--- config.mk ---
export PLATFORM = sky130hd
export DESIGN_NAME = stream_descriptor_parser
export DESIGN_NICKNAME = d
export VERILOG_FILES = /design/src/design/stream_desc_pkg.sv /design/src/design/stream_descriptor_parser.sv /design/src/design/desc_kind_decode.sv
export SDC_FILE = /design/constraint.sdc
export NUM_CORES = 1
export LEC_CHECK = 0
export BUFFER_PORTS_ARGS = -buffer_cell sky130_fd_sc_hd__buf_2
export CAP_MARGIN = 5
export CORE_MARGIN = 3
export CORE_UTILIZATION = 50
export DETAILED_ROUTE_END_ITERATION = 8
export PLACE_DENSITY = 0.73
export SETUP_SLACK_MARGIN = 0.3
export SYNTH_ARGS = -nofsm -noshare
export SYNTH_HDL_FRONTEND = slang
export SYNTH_SLANG_ARGS = --single-unit
export TNS_END_PERCENT = 20
--- constraint.sdc ---
create_clock -name ref_clk -period 4.78 [get_ports ref_clk]
set_input_delay 1.195 -clock ref_clk [delete_from_list [all_inputs] [get_ports ref_clk]]
set_output_delay 1.195 -clock ref_clk [all_outputs]
set_load 0.01 [all_outputs]
--- src/design/stream_desc_pkg.sv ---
package stream_desc_pkg;

	// ==========================================
	// Descriptor kind codes and classes
	// ==========================================
	localparam logic [7:0] KIND_VIDEO = 8'h02;
	localparam logic [7:0] KIND_AUDIO = 8'h03;
	localparam logic [7:0] KIND_HIER = 8'h04;
	localparam logic [7:0] KIND_STD_FIRST = 8'h05;
	localparam logic [7:0] KIND_STD_LAST = 8'h12;
	localparam logic [7:0] KIND_USER_FIRST = 8'h40;
	// Permission masks, one bit per kind code 0..31
	localparam logic [31:0] TS_ALLOWED = 32'h0007fffc;
	localparam logic [31:0] PS_ALLOWED = 32'h0005fffc;

	typedef enum logic [2:0] {
		CL_RESERVED,
		CL_VIDEO,
		CL_AUDIO,
		CL_HIER,
		CL_STANDARD,
		CL_USER
	} kind_class_t;

	// ==========================================
	// Video descriptor field layout
	// ==========================================
	localparam int VID_MIXED_BIT = 7;
	localparam int VID_RATE_HI = 6;
	localparam int VID_RATE_LO = 3;
	localparam int VID_LEGACY_BIT = 2;
	localparam int VID_BOUNDED_BIT = 1;
	localparam int VID_STILLS_BIT = 0;
	localparam int VID_SAMP_HI = 7;
	localparam int VID_SAMP_LO = 6;
	localparam int VID_EXT_BIT = 5;
	localparam logic [7:0] VID_NEED_BASE = 8'h01;
	localparam logic [7:0] VID_NEED_EXT = 8'h03;

	// Admitted rates per picture rate index, bit n means rate index n+1
	localparam logic [7:0] RATE_MIXED [0:15] = '{8'h00, 8'h01, 8'h03, 8'h04, 8'h09, 8'h1b,
		8'h24, 8'h49, 8'hdb, 8'h00, 8'h00, 8'h00, 8'h00, 8'h00, 8'h00, 8'h00};
	localparam logic [7:0] RATE_SELF [0:15] = '{8'h00, 8'h01, 8'h02, 8'h04, 8'h08, 8'h10,
		8'h20, 8'h40, 8'h80, 8'h00, 8'h00, 8'h00, 8'h00, 8'h00, 8'h00, 8'h00};

	// ==========================================
	// Audio and hierarchy field layout
	// ==========================================
	localparam int AUD_UNIDX_BIT = 7;
	localparam int AUD_VER_BIT = 6;
	localparam int AUD_LAYER_HI = 5;
	localparam int AUD_LAYER_LO = 4;
	localparam int AUD_VARIES_BIT = 3;
	localparam logic [7:0] AUD_NEED = 8'h01;
	localparam int HIER_KIND_HI = 3;
	localparam int HIER_IDX_HI = 5;
	localparam logic [7:0] HIER_NEED = 8'h04;
	localparam logic [3:0] HIER_BASE = 4'hf;
	localparam logic [3:0] HIER_DEF_LAST = 4'h6;

	// Body byte positions
	localparam logic [7:0] IDX_0 = 8'h00;
	localparam logic [7:0] IDX_1 = 8'h01;
	localparam logic [7:0] IDX_2 = 8'h02;
	localparam logic [7:0] IDX_3 = 8'h03;

endpackage

--- src/design/stream_descriptor_parser.sv ---
`timescale 1ns/1ns
`default_nettype none

// Operation
// Kind byte, then length byte, then body
// Length counts body bytes; finds descriptor end
// Classify kind: reserved, video, audio, hierarchy, standard, private
// Flag kind permitted in current multiplex type
// Input selects transport or program multiplex
// Video mixed rates flag, first body bit
// Rate index plus admitted lower rates
// Legacy video only flag
// Bounded parameters flag; flag violations
// Stills only flag
// Legacy set: class, sampling, extension fields
// Expose rate extension flag
// Audio fields in order
// Unindexed bitrate flag
// Audio version and layer passed unchanged
// Rate varies flag
// Hierarchy fields extracted in order
// Decode scalability kind incl. base layer
// Prerequisite index undefined for base layer
// Skip unparsed descriptors by length
module stream_descriptor_parser (
	// Clock and reset
	input wire logic ref_clk,
	input wire logic rst_n,
	// Descriptor byte stream
	input wire logic in_valid,
	input wire logic [7:0] in_byte,
	input wire logic in_sync,
	input wire logic prog_mux,
	// Descriptor summary
	output logic desc_done_ff,
	output logic [7:0] desc_kind_ff,
	output var stream_desc_pkg::kind_class_t desc_class_ff,
	output logic desc_allowed_ff,
	output logic desc_short_ff,
	// Video fields
	output logic video_valid_ff,
	output logic vid_mixed_ff,
	output logic [3:0] vid_rate_ff,
	output logic [7:0] vid_rate_admit_ff,
	output logic legacy_video_only_ff,
	output logic vid_bounded_ff,
	output logic vid_stills_ff,
	output logic [7:0] vid_cap_class_ff,
	output logic [1:0] vid_sampling_ff,
	output logic vid_rate_ext_ff,
	output logic bounded_err_ff,
	// Audio fields
	output logic audio_valid_ff,
	output logic aud_unindexed_ff,
	output logic audio_version_bit_ff,
	output logic [1:0] aud_layer_ff,
	output logic aud_varies_ff,
	// Hierarchy fields
	output logic hier_valid_ff,
	output logic [3:0] hier_kind_ff,
	output logic hier_base_ff,
	output logic hier_kind_res_ff,
	output logic [5:0] hier_own_ff,
	output logic [5:0] hier_prereq_ff,
	output logic hier_prereq_ok_ff,
	output logic [5:0] hier_channel_ff
);

	typedef enum logic [1:0] {
		ST_KIND,
		ST_LEN,
		ST_BODY
	} parse_state_t;

	parse_state_t state_ff;
	logic [7:0] left_ff;
	logic [7:0] idx_ff;
	logic [7:0] len_ff;
	stream_desc_pkg::kind_class_t dec_class;
	logic dec_allowed;
	logic take_kind;
	logic take_len;
	logic take_body;
	logic desc_end;
	logic [7:0] end_len;
	logic legacy_now;
	logic bounded_now;
	logic [7:0] need_cnt;
	logic is_video;
	logic is_audio;
	logic is_hier;

	// ==========================================
	// Kind decode
	// ==========================================
	desc_kind_decode u_kind (
		.kind(in_byte),
		.prog_mux(prog_mux),
		.kind_class(dec_class),
		.allowed(dec_allowed)
	);

	// ==========================================
	// Byte sequencing
	// ==========================================
	assign take_kind = in_valid && !in_sync && state_ff == ST_KIND;
	assign take_len = in_valid && !in_sync && state_ff == ST_LEN;
	assign take_body = in_valid && !in_sync && state_ff == ST_BODY;
	// Empty body or last counted byte closes the descriptor
	assign desc_end = (take_len && in_byte == 8'h00) || (take_body && left_ff == 8'h01);
	assign end_len = take_len ? in_byte : len_ff;
	assign is_video = desc_class_ff == stream_desc_pkg::CL_VIDEO;
	assign is_audio = desc_class_ff == stream_desc_pkg::CL_AUDIO;
	assign is_hier = desc_class_ff == stream_desc_pkg::CL_HIER;

	// State advance; sync restarts at a kind byte
	always_ff @(posedge ref_clk or negedge rst_n) begin
		if (!rst_n) begin
			state_ff <= ST_KIND;
		end else if (in_sync) begin
			state_ff <= ST_KIND;
		end else if (in_valid) begin
			case (state_ff)
				ST_KIND: state_ff <= ST_LEN;
				ST_LEN: state_ff <= (in_byte == 8'h00) ? ST_KIND : ST_BODY;
				ST_BODY: state_ff <= (left_ff == 8'h01) ? ST_KIND : ST_BODY;
				default: state_ff <= ST_KIND;
			endcase
		end
	end

	// Remaining and position counters
	always_ff @(posedge ref_clk or negedge rst_n) begin
		if (!rst_n) begin
			left_ff <= 8'h00;
			idx_ff <= 8'h00;
			len_ff <= 8'h00;
		end else if (take_len) begin
			left_ff <= in_byte;
			len_ff <= in_byte;
			idx_ff <= 8'h00;
		end else if (take_body) begin
			left_ff <= left_ff - 8'h01;
			idx_ff <= idx_ff + 8'h01;
		end
	end

	// Kind, class and permission latch
	always_ff @(posedge ref_clk or negedge rst_n) begin
		if (!rst_n) begin
			desc_kind_ff <= 8'h00;
			desc_class_ff <= stream_desc_pkg::CL_RESERVED;
			desc_allowed_ff <= 1'b0;
		end else if (take_kind) begin
			desc_kind_ff <= in_byte;
			desc_class_ff <= dec_class;
			desc_allowed_ff <= dec_allowed;
		end
	end

	// ==========================================
	// Video fields
	// ==========================================
	always_ff @(posedge ref_clk or negedge rst_n) begin
		if (!rst_n) begin
			vid_mixed_ff <= 1'b0;
			vid_rate_ff <= 4'h0;
			vid_rate_admit_ff <= 8'h00;
			legacy_video_only_ff <= 1'b0;
			vid_bounded_ff <= 1'b0;
			vid_stills_ff <= 1'b0;
		end else if (take_body && is_video && idx_ff == stream_desc_pkg::IDX_0) begin
			vid_mixed_ff <= in_byte[stream_desc_pkg::VID_MIXED_BIT];
			vid_rate_ff <= in_byte[stream_desc_pkg::VID_RATE_HI:stream_desc_pkg::VID_RATE_LO];
			vid_rate_admit_ff <= in_byte[stream_desc_pkg::VID_MIXED_BIT] ?
				stream_desc_pkg::RATE_MIXED[in_byte[6:3]] :
				stream_desc_pkg::RATE_SELF[in_byte[6:3]];
			legacy_video_only_ff <= in_byte[stream_desc_pkg::VID_LEGACY_BIT];
			vid_bounded_ff <= in_byte[stream_desc_pkg::VID_BOUNDED_BIT];
			vid_stills_ff <= in_byte[stream_desc_pkg::VID_STILLS_BIT];
		end
	end

	// Second group, read only when legacy only is set
	always_ff @(posedge ref_clk or negedge rst_n) begin
		if (!rst_n) begin
			vid_cap_class_ff <= 8'h00;
			vid_sampling_ff <= 2'h0;
			vid_rate_ext_ff <= 1'b0;
		end else if (take_body && is_video && legacy_video_only_ff) begin
			if (idx_ff == stream_desc_pkg::IDX_1) begin
				vid_cap_class_ff <= in_byte;
			end else if (idx_ff == stream_desc_pkg::IDX_2) begin
				vid_sampling_ff <= in_byte[stream_desc_pkg::VID_SAMP_HI:stream_desc_pkg::VID_SAMP_LO];
				vid_rate_ext_ff <= in_byte[stream_desc_pkg::VID_EXT_BIT];
			end
		end
	end

	// ==========================================
	// Audio fields
	// ==========================================
	always_ff @(posedge ref_clk or negedge rst_n) begin
		if (!rst_n) begin
			aud_unindexed_ff <= 1'b0;
			audio_version_bit_ff <= 1'b0;
			aud_layer_ff <= 2'h0;
			aud_varies_ff <= 1'b0;
		end else if (take_body && is_audio && idx_ff == stream_desc_pkg::IDX_0) begin
			aud_unindexed_ff <= in_byte[stream_desc_pkg::AUD_UNIDX_BIT];
			audio_version_bit_ff <= in_byte[stream_desc_pkg::AUD_VER_BIT];
			aud_layer_ff <= in_byte[stream_desc_pkg::AUD_LAYER_HI:stream_desc_pkg::AUD_LAYER_LO];
			aud_varies_ff <= in_byte[stream_desc_pkg::AUD_VARIES_BIT];
		end
	end

	// ==========================================
	// Hierarchy fields
	// ==========================================
	always_ff @(posedge ref_clk or negedge rst_n) begin
		if (!rst_n) begin
			hier_kind_ff <= 4'h0;
			hier_base_ff <= 1'b0;
			hier_kind_res_ff <= 1'b0;
			hier_own_ff <= 6'h00;
			hier_prereq_ff <= 6'h00;
			hier_channel_ff <= 6'h00;
		end else if (take_body && is_hier) begin
			case (idx_ff)
				stream_desc_pkg::IDX_0: begin
					hier_kind_ff <= in_byte[stream_desc_pkg::HIER_KIND_HI:0];
					hier_base_ff <= in_byte[3:0] == stream_desc_pkg::HIER_BASE;
					hier_kind_res_ff <= in_byte[3:0] == 4'h0 ||
						(in_byte[3:0] > stream_desc_pkg::HIER_DEF_LAST &&
						in_byte[3:0] != stream_desc_pkg::HIER_BASE);
				end
				stream_desc_pkg::IDX_1: hier_own_ff <= in_byte[stream_desc_pkg::HIER_IDX_HI:0];
				stream_desc_pkg::IDX_2: hier_prereq_ff <= in_byte[stream_desc_pkg::HIER_IDX_HI:0];
				stream_desc_pkg::IDX_3: hier_channel_ff <= in_byte[stream_desc_pkg::HIER_IDX_HI:0];
				default: hier_kind_ff <= hier_kind_ff;
			endcase
		end
	end

	// ==========================================
	// Descriptor completion
	// ==========================================
	// Fields of byte 0 may arrive in the closing cycle itself
	assign legacy_now = (take_body && idx_ff == stream_desc_pkg::IDX_0) ?
		in_byte[stream_desc_pkg::VID_LEGACY_BIT] : legacy_video_only_ff;
	assign bounded_now = (take_body && idx_ff == stream_desc_pkg::IDX_0) ?
		in_byte[stream_desc_pkg::VID_BOUNDED_BIT] : vid_bounded_ff;

	always_comb begin
		case (desc_class_ff)
			stream_desc_pkg::CL_VIDEO: need_cnt = legacy_now ? stream_desc_pkg::VID_NEED_EXT :
				stream_desc_pkg::VID_NEED_BASE;
			stream_desc_pkg::CL_AUDIO: need_cnt = stream_desc_pkg::AUD_NEED;
			stream_desc_pkg::CL_HIER: need_cnt = stream_desc_pkg::HIER_NEED;
			default: need_cnt = 8'h00;
		endcase
	end

	// One-cycle pulses when a descriptor closes; hier_prereq_ok_ff holds until the next hierarchy descriptor closes
	always_ff @(posedge ref_clk or negedge rst_n) begin
		if (!rst_n) begin
			desc_done_ff <= 1'b0;
			desc_short_ff <= 1'b0;
			video_valid_ff <= 1'b0;
			audio_valid_ff <= 1'b0;
			hier_valid_ff <= 1'b0;
			bounded_err_ff <= 1'b0;
			hier_prereq_ok_ff <= 1'b0;
		end else begin
			desc_done_ff <= desc_end;
			desc_short_ff <= desc_end && end_len < need_cnt;
			video_valid_ff <= desc_end && is_video && end_len >= need_cnt;
			audio_valid_ff <= desc_end && is_audio && end_len >= need_cnt;
			hier_valid_ff <= desc_end && is_hier && end_len >= need_cnt;
			bounded_err_ff <= desc_end && is_video && end_len != 8'h00 &&
				!legacy_now && !bounded_now;
			if (desc_end && is_hier) begin
				hier_prereq_ok_ff <= hier_kind_ff != stream_desc_pkg::HIER_BASE;
			end
		end
	end
endmodule
`default_nettype wire

--- src/design/desc_kind_decode.sv ---
`timescale 1ns/1ns
`default_nettype none

module desc_kind_decode (
	// Kind code and context
	input wire logic [7:0] kind,
	input wire logic prog_mux,
	// Decoded class
	output var stream_desc_pkg::kind_class_t kind_class,
	output logic allowed
);

	// ==========================================
	// Kind code classification
	// ==========================================
	always_comb begin
		if (kind >= stream_desc_pkg::KIND_USER_FIRST) begin
			kind_class = stream_desc_pkg::CL_USER;
		end else if (kind == stream_desc_pkg::KIND_VIDEO) begin
			kind_class = stream_desc_pkg::CL_VIDEO;
		end else if (kind == stream_desc_pkg::KIND_AUDIO) begin
			kind_class = stream_desc_pkg::CL_AUDIO;
		end else if (kind == stream_desc_pkg::KIND_HIER) begin
			kind_class = stream_desc_pkg::CL_HIER;
		end else if (kind >= stream_desc_pkg::KIND_STD_FIRST &&
			kind <= stream_desc_pkg::KIND_STD_LAST) begin
			kind_class = stream_desc_pkg::CL_STANDARD;
		end else begin
			kind_class = stream_desc_pkg::CL_RESERVED;
		end
	end

	// Permission in the multiplex type in use
	always_comb begin
		if (kind[7:5] != 3'h0) begin
			allowed = 1'b0;
		end else if (prog_mux) begin
			allowed = stream_desc_pkg::PS_ALLOWED[kind[4:0]];
		end else begin
			allowed = stream_desc_pkg::TS_ALLOWED[kind[4:0]];
		end
	end

endmodule
`default_nettype wire

### Word level (Yosys, flattened, before mapping)

Memory sizes are Yosys's and may differ from the RTL's.
Cells that the tools add are included.

* flip-flop bits (word level): 101
* bits in read-only memories: 320
* input bits: 13
* output and inout bits: 75
* memories: 4

Memory list
* (no name shown): words 16, width 8, rd ports 1, clocked after Yosys merged registers in 0, write ports 0, line stream_descriptor_parser.sv:177 `stream_desc_pkg::RATE_SELF[in_byte[6:3]];`
* (no name shown): words 16, width 8, rd ports 1, clocked after Yosys merged registers in 0, write ports 0, line stream_descriptor_parser.sv:176 `stream_desc_pkg::RATE_MIXED[in_byte[6:3]] :`
* (no name shown): words 32, width 1, rd ports 1, clocked after Yosys merged registers in 0, write ports 0, line desc_kind_decode.sv:38 `allowed = stream_desc_pkg::PS_ALLOWED[kind[4:0]];`
* (no name shown): words 32, width 1, rd ports 1, clocked after Yosys merged registers in 0, write ports 0, line desc_kind_decode.sv:40 `allowed = stream_desc_pkg::TS_ALLOWED[kind[4:0]];`

* add/subtract/negate cells: 2
* magnitude comparators: 8
* equality and inequality tests: 15
* muxes and demuxes: 28
* bitwise gates (word level): 2
* reduce and logical (&&, ||, !) cells: 44

Operators with widths (count)
* 8-bit 2-to-1 mux: 10
* 8-bit by 2-bit == test with 1-bit output, second input constant: 4
* 1-bit logical AND: 25
* 8-bit by 1-bit == test with 1-bit output, second input constant: 2
* 8-bit logical NOT: 2
* 3-bit 2-to-1 mux: 5
* 2-bit 2-to-1 mux: 5
* 2-bit AND reduction: 5
* 3-bit one-hot mux with 3 select lines: 1
* 8-bit by 1-bit adder with 8-bit output, second input constant: 1
* 8-bit by 3-bit == test with 1-bit output, second input constant: 1
* 8-bit by 3-bit greater-or-equal comparator with 1-bit output, second input constant: 1
* 8-bit by 7-bit greater-or-equal comparator with 1-bit output, second input constant: 1
* 8-bit greater-or-equal comparator: 1
* 8-bit by 5-bit less-or-equal comparator with 1-bit output, second input constant: 1
* 8-bit less-than comparator: 1
* 4-bit != test, second input constant: 2
* 8-bit nonzero test: 1
* 8-bit by 1-bit subtractor with 8-bit output, second input constant: 1
* 3-bit by 2-bit == test with 1-bit output, second input constant: 2
* 5-bit by 6-bit less-than comparator with 1-bit output, second input constant: 1
* 1-bit 2-to-1 mux: 6
* 2-bit one-hot mux with 3 select lines: 1
* 5-bit greater-or-equal comparator, second input constant: 1
* other kinds (14): 18

### Longest topological paths before layout

Gate-level depths: netlist of the first run.

* word-level depth: 9
* mapped depth: 10
* gate-level depth less buffers: 9

### Cells and area by module

A second synthesis of the first run with hierarchy kept.

* cells, all modules: 408
* area total of the unflattened synthesis: 4765.8 sq um

Modules (own cells, without submodules)
* stream_descriptor_parser: times used 1, cells an instance 386, area an instance 4645.7 sq um
* desc_kind_decode: times used 1, cells an instance 22, area an instance 120.1 sq um

### Least setup slack after synthesis of the first run

No wires, ideal clock.

* path kind: in2reg
* start point: in in_valid
* end point: reg audio_valid_ff
* data arrival time: 3.427 ns
* setup slack: 1.211 ns
* stages on the path: 10
* path buffers: 2
* path through: clkbuf_2 > nor4bb_1 > clkbuf_1 > nand4_1 > mux2i_1 > or2_2 > ha_1 > a21o_1 > a221oi_1 > a211oi_1

* longest elaborated chain between the ends: 8

Ends and longest elaborated chain
* start: declaration: line stream_descriptor_parser.sv:30 `input wire logic in_valid,`
* 1-bit logical AND (*): line stream_descriptor_parser.sv:107, stream_descriptor_parser.sv:108
* 1-bit logical AND: line stream_descriptor_parser.sv:108 `assign take_body = in_valid && !in_sync && state_ff == ST_BODY;`
* 1-bit logical AND: line stream_descriptor_parser.sv:249 `assign legacy_now = (take_body && idx_ff == stream_desc_pkg::IDX_0) ?`
* 1-bit 2-to-1 mux: line stream_descriptor_parser.sv:249
* 2-bit 2-to-1 mux: line stream_descriptor_parser.sv:256 `stream_desc_pkg::CL_VIDEO: need_cnt = legacy_now ? stream_desc_pkg::VID_NEED_EXT :`
* 3-bit one-hot mux with 3 select lines: line stream_descriptor_parser.sv:255 `case (desc_class_ff)`
* 8-bit greater-or-equal comparator: line stream_descriptor_parser.sv:278 `audio_valid_ff <= desc_end && is_audio && end_len >= need_cnt;`
* 1-bit logical AND (*): line stream_descriptor_parser.sv:278
* end signal: assignment: line stream_descriptor_parser.sv:278
* end: declaration: line stream_descriptor_parser.sv:53 `output logic audio_valid_ff,`

Every way passes the cells marked *; elsewhere a longest branch is shown, timed or not.
A chain may end at the register's enable or synchronous reset.

### Worst setup path after layout of the first run

* start point: in in_sync
* end point: reg video_valid_ff

* longest elaborated chain between the ends: 9

Ends and longest elaborated chain
* start: declaration: line stream_descriptor_parser.sv:32 `input wire logic in_sync,`
* 1-bit logical NOT (*): line stream_descriptor_parser.sv:107, stream_descriptor_parser.sv:108
* 1-bit logical AND (*): line stream_descriptor_parser.sv:107, stream_descriptor_parser.sv:108
* 1-bit logical AND: line stream_descriptor_parser.sv:108
* 1-bit logical AND: line stream_descriptor_parser.sv:249
* 1-bit 2-to-1 mux: line stream_descriptor_parser.sv:249
* 2-bit 2-to-1 mux: line stream_descriptor_parser.sv:256
* 3-bit one-hot mux with 3 select lines: line stream_descriptor_parser.sv:255
* 8-bit greater-or-equal comparator: line stream_descriptor_parser.sv:277 `video_valid_ff <= desc_end && is_video && end_len >= need_cnt;`
* 1-bit logical AND (*): line stream_descriptor_parser.sv:277
* end signal: assignment: line stream_descriptor_parser.sv:277
* end: declaration: line stream_descriptor_parser.sv:41 `output logic video_valid_ff,`

Marks and branches as above.

==> metrics, run 1 <==
status=finished, final reports clean; Worst path max stage delay=0.49 ns; Pleak=2.903 nW; drt wl/cell=18.07 µm; GP Congestion=0.8570; Finish-stage setup viols=0; Top FF cell, synth=dfrtp_1; Slew Limit Fails=0; Peak VDD IR=220.3 µV; first-pass GRT wire length=17870 µm; Data required, critical path=5.02 ns; Vias/cell=5.680; Residual DRC=0; post-synthesis average cell area=11.26 µm²; smallest hold slack=0.4804 ns; minimum clock period=3.320 ns; Final Core Density=61.58%; slew margin rel.=38.64%; initial antenna violation count=0; n_diodes=0; register area=2527 µm²; drt initial violations=184; top cell type's share of synthesized area=53.44%; hold depth=2; Die Y=103.3 µm; initial cell density of the core=52.94%; clock slew at reported path FFs=0.10 ns; htree depth=3; synth top area cells=dfrtp_1, mux2_2, nand2_1; Post-synth EDFFs=0; Pwr Total=1.951 mW; global route total overflow=0; Fill cells=765; buffers and inverters on the worst path=1; crit start category=input pin; cell family with most CP delay=simple AND/OR/NAND/NOR gates; worst path cell trace=buf_2 > nor4bb_1 > nand4_1 > mux2i_1 > or2_2 > ha_1 > a21o_1 > a221oi_1 > a211oi_1; final wirelength=11130 µm; largest net degree at the start of global routing=76; worst hold path type=flop to flop; Final period util=69.45%; Mapped Area=4730 µm²; Max Root-Sink Buffers=2; clk_lat worst skew=0.38 ns; Crit-path slowest cell=nor4bb_1; largest fanout on the critical path=8; layout cells sized above 1=34.45%; Hold Vio Cnt, Final=0; Synth Instances=420; vias post-DR=3499; MaxCap Viol Count=0; nets=529; Die ar.=10660 µm²; Final WS setup=1.460 ns; P&R area growth vs syn=16.32%; Synthesized Nets=446; YS warnings=0; PortBufs=87; sequential element share of the synthesized area=53.44%; worst-margin pin slew=0.9204 ns; I/O pin total=88; area of the multi-input gates=2059 µm²; pre-CTS setup slack=1.105 ns; Worst Skew=0.01169 ns; number of global-route vias before repair=3466; distinct cell type count of the synthesized netlist=56; hold_buf cts=0; most common library cells after synthesis=dfrtp_1, nand2_1, mux2_2; 1st-pass router iterations=4; RSZ-0062 raised after global routing=no; top-count cell post-synth=dfrtp_1; CTS tree=done; std cell rows=34; Detail Route Antenna Nets=0; FFs w/ async S/R, synth=100.0%; TritonCTS buffer count=9; DIE WIDTH=103.3 µm; postcts setup bufs=0; cts repair resizes=0; R2R cell count=8; fmax=0.3012 GHz; Clk Tree Root Cell=clkbuf_8; Worst path depth=9; DPL Wire Length=7828 µm; Arr. time, crit path=3.56 ns; CP Class=input pin to flop; Pwr Density=354.7 nW/µm²; Core Region=8934 µm²; clock sinks=101; Fin Setup TNS=0 ns; synthesized flop and latch total=101; total track usage=22.13%; leading area contributor after synthesis=dfrtp_1; CP endpoint kind=flop
## cell usage in the layout, fill, tap and decap left out, types with 3 or more instances in the layout
master,count
or3_1,3
nor3_1,5
mux2_2,54
nor2_1,23
or4_1,3
nand4_1,8
buf_4,6
nor4_1,9
o211ai_1,7
mux2i_1,6
ha_1,13
nand3_1,7
dfrtp_1,101
o21ai_0,13
xnor2_1,6
or2_2,3
nand2_1,59
clkbuf_8,9
nand2b_1,4
a21oi_1,10
inv_1,17
buf_2,86
## logic make-up after synthesis
kind of cell	after synthesis	synth area share, %
buffers and inverters	37	3.148
adders and majority gates	13	3.439
and+or+nand+nor	147	16.69
DFF	101	53.44
AOI/OAI and AO/OA	54	7.672
muxes	60	14.13
xor gates and xnor gates	8	1.482
## final cells by class
class,count,area share (%)
flip-flops and latches,101,45.94
multi-input cells,282,37.43
repair buffers,92,8.642
well taps,108,2.456
clock buffers,9,2.252
clock inverters,7,2.115
inverters,17,1.160
## per-stage QoR
step,instance area (µm²),std cells
floorplan,4730,420
global placement,5261,600
detailed placement,5261,600
CTS,5502,616
global route,5502,616
finish,5502,616
## worst paths after layout
kind                            slack [ns]                              to                         from
worst max register to register        1.90        video_valid_ff$_DFF_PN0_      state_ff[1]$_DFFE_PN0P_
worst max-delay path                  1.46        video_valid_ff$_DFF_PN0_                      in_sync
min in group asynchronous             0.93  hier_channel_ff[4]$_DFFE_PN0P_                        rst_n
max in group asynchronous             2.91     desc_kind_ff[3]$_DFFE_PN0P_                        rst_n
worst min-delay path                  0.48     desc_kind_ff[0]$_DFFE_PN0P_  desc_kind_ff[0]$_DFFE_PN0P_
worst min register to register        0.48     desc_kind_ff[0]$_DFFE_PN0P_  desc_kind_ff[0]$_DFFE_PN0P_
## metal layers
metal  up-vias  global-route usage (%)  part of all wire, %
met5         -                       0                    0
met3        17                   6.372                  6.5
met2       111                   34.53                   48
li1       1658                       -                    -
met1      1713                   29.57                   44
met4         0                   8.068                  1.6
## power breakdown
part           internal, mW  total [mW]  switching [mW]
Clock                 0.309       0.631           0.322
Sequential            0.932        1.00          0.0691
Combinational         0.129       0.320           0.191
Total                  1.37        1.95           0.581
## worst reg2reg max path, stage by stage, from the launching register on
cell and delay (ns):
dfrtp_1 0.50, nor4bb_1 0.53, nand4_1 0.23, mux2i_1 0.16
or2_2 0.29, ha_1 0.29, a21o_1 0.17, a221oi_1 0.43
a211oi_1 0.16
## state kept, by name, indices dropped and copies added, names as in the netlist, 2 cells and up
name and count:
aud_layer_ff 2, desc_class_ff 3, desc_kind_ff 8, hier_channel_ff 6
hier_kind_ff 4, hier_own_ff 6, hier_prereq_ff 6, idx_ff 8
left_ff 8, len_ff 8, state_ff 2, vid_cap_class_ff 8
vid_rate_admit_ff 8, vid_rate_ff 4, vid_sampling_ff 2
Power figures use the tool's default switching activity.
==> run 2: changes to the inputs <==
==> constraint.sdc (replaced) <==
create_clock -name ref_clk -period 3.4 [get_ports ref_clk]
set_input_delay 0.85 -clock ref_clk [delete_from_list [all_inputs] [get_ports ref_clk]]
set_output_delay 0.85 -clock ref_clk [all_outputs]
set_load 0.01 [all_outputs]
==> run 2 against run 1 <==
Cell area unchanged. Combinational power grew 44%. Non-clock buffer count is 3 higher. Clock power rose by 26%. Via count up 0.97%. Clock skew rose by 0.0030 ns. Utilization did not move. Count of clock-buffer cells in the layout increased by 1. Routed wire length increased by 1.3%. Register-to-register slack worse by 1.2 ns. Sequential share of layout area unchanged. Critical path type unchanged. Largest cell class unchanged.
==> metrics, run 2 (synthesized netlist as in run 1, its figures left out) <==
status=finished, final reports clean; std cell rows=34 (unchanged); Max Root-Sink Buffers=2 (unchanged); P&R area growth vs syn=16.32% (unchanged); Pleak=2.898 nW (-0.20%); TritonCTS buffer count=9 (unchanged); FF-to-FF Start=state_ff[1]$_DFFE_PN0P_; CP Launch Point=in_sync; final wirelength=11280 µm (+1.3%); Final period util=82.96%; Clk Tree Root Cell=clkbuf_8; Residual DRC=0 (unchanged); initial cell density of the core=52.94% (unchanged); most common cell after layout, fill and taps aside=dfrtp_1; worst hold path type=input pin to async pin; Fill cells=740 (-3.3%); worst path cell trace=buf_2 > nor4bb_2 > nand4_1 > mux2i_1 > or2_2 > ha_1 > a21o_1 > a221oi_2 > nor2b_1; total track usage=22.13% (about the same); R2R cell count=8 (unchanged); Data required, critical path=3.70 ns (-1.32 ns); Finish-stage setup viols=0 (unchanged); worst reg2reg setup slack=0.68 ns (-1.22 ns); Final Core Density=61.58% (unchanged); Core Region=8934 µm² (unchanged); layout cells sized above 1=35.03% (+0.58 points); GP Congestion=0.8924 (+4.1%); DIE WIDTH=103.3 µm (unchanged); commonest cells after routing, fill and taps aside=dfrtp_1, buf_2, nand2_1, mux2_2, nor2_1; PortBufs=87 (unchanged); worst-margin pin slew=0.6333 ns (-0.2871 ns); RSZ-0062 raised after global routing=no; CTS tree=done; first-pass GRT wire length=18080 µm (+1.2%); largest net degree at the start of global routing=51 (-33%); CP Class=input pin to flop; clock sinks=101 (unchanged); CP endpoint kind=flop; slew margin rel.=57.78% (+19 points); drt wl/cell=18.22 µm (+0.83%); Worst Skew=0.01473 ns (+0.003035 ns); Crit-path slowest cell=nor4bb_2; largest fanout on the critical path=8 (unchanged); Die Y=103.3 µm (unchanged); Peak VDD IR=205.9 µV (-6.6%); I/O pin total=88 (unchanged); n_diodes=0 (unchanged); clk_lat worst skew=0.38 ns (about the same); worst reg2reg endpoint=desc_short_ff$_DFF_PN0_; Slew Limit Fails=0 (unchanged); clock slew at reported path FFs=0.11 ns (about the same); crit start category=input pin; Die ar.=10660 µm² (unchanged); Pwr Density=484.3 nW/µm² (+37%); Vias/cell=5.708 (+0.48%); 1st-pass router iterations=4 (unchanged); htree depth=3 (unchanged); Detail Route Antenna Nets=0 (unchanged); postcts setup bufs=0 (unchanged); Fin Setup TNS=0 ns (unchanged); minimum clock period=2.821 ns; Worst path max stage delay=0.45 ns (-0.04 ns); number of global-route vias before repair=3553 (+2.5%); drt initial violations=119 (-35%); nets=532 (+0.57%); MaxCap Viol Count=0 (unchanged); initial antenna violation count=0 (unchanged); Finished Cell Area=5502 µm² (unchanged); Arr. time, crit path=3.12 ns (-0.44 ns); Hold Vio Cnt, Final=0 (unchanged); global route total overflow=0 (unchanged); DPL Wire Length=8045 µm (+2.8%); Placement Cell Area=5290 µm² (+0.55%); vias post-DR=3533 (+0.97%); fmax=0.3545 GHz
==> run 2: cell count changes in the layout (fill, tap and decap cells not counted), sizes merged <==
cell | previous run | this run
buf | 92 | 95
bufinv | 2 | 1
clkbuf | 9 | 10
clkinv | 2 | 1
clkinvlp | 0 | 1
==> run 2: how the worst max path moves through the flow <==
stage	to	slack [ns]	cells after the start
floorplan	audio_valid_ff$_DFF_PN0_	0.35	10
global placement	audio_valid_ff$_DFF_PN0_	0.28	9
detailed placement	video_valid_ff$_DFF_PN0_	0.21	9
CTS	desc_short_ff$_DFF_PN0_	0.58	9
global route	desc_short_ff$_DFF_PN0_	0.35	9
finish	desc_short_ff$_DFF_PN0_	0.58	9
==> run 2: cell type report <==
cell class / instances / area (µm²) / area share, %
clock buffers: 10 / 127.6 / 2.320
clock inverters: 6 / 77.57 / 1.410
inverters: 17 / 63.81 / 1.160
multi-input cells: 282 / 2072 / 37.66
flip-flops and latches: 101 / 2527 / 45.94
well taps: 108 / 135.1 / 2.456
repair buffers: 95 / 498.0 / 9.052
==> run 2: routing by layer <==
layer | vias to the layer above | share of wire [%] | global-route usage [%]
met2 | 116 | 48 | 34.78
li1 | 1654 | - | -
met1 | 1749 | 43 | 28.99
met5 | - | 0 | 0
met4 | 0 | 1.6 | 7.968
met3 | 14 | 8.1 | 7.042
==> run 2: timing repair <==
action | CTS | global route
gates resized for setup | 0 | 1
endpoints found under the setup margin | 0 | 4
hold buffers | 0 | 0
==> run 2: metrics by stage <==
| stage | setup slack, ns | power (mW) | hold slack, ns | std cells |
|---|---|---|---|---|
| after floorplan | 0.3547 | 1.716 | 0.4383 | 420 |
| after global placement | 0.2771 | 1.873 | 0.4543 | 603 |
| after detailed placement | 0.2051 | 1.891 | 0.4570 | 603 |
| after CTS | 0.5802 | 2.686 | 0.4812 | 619 |
| after global routing | 0.3489 | 2.815 | 0.5046 | 619 |
| final | 0.5792 | 2.665 | 0.4730 | 619 |
==> run 2: power by group <==
| group | internal, mW | switching [mW] |
|---|---|---|
| sequential | 1.31 | 0.0976 |
| clock | 0.355 | 0.440 |
| combinational | 0.186 | 0.275 |
==> run 2: critical path, delay by kind of cell <==
kind | cells | cell delay, ns
simple gates | 4 | 1.16
mux | 1 | 0.16
compound gates | 2 | 0.50
fa+ha+maj | 1 | 0.30
buf+inv | 1 | 0.15
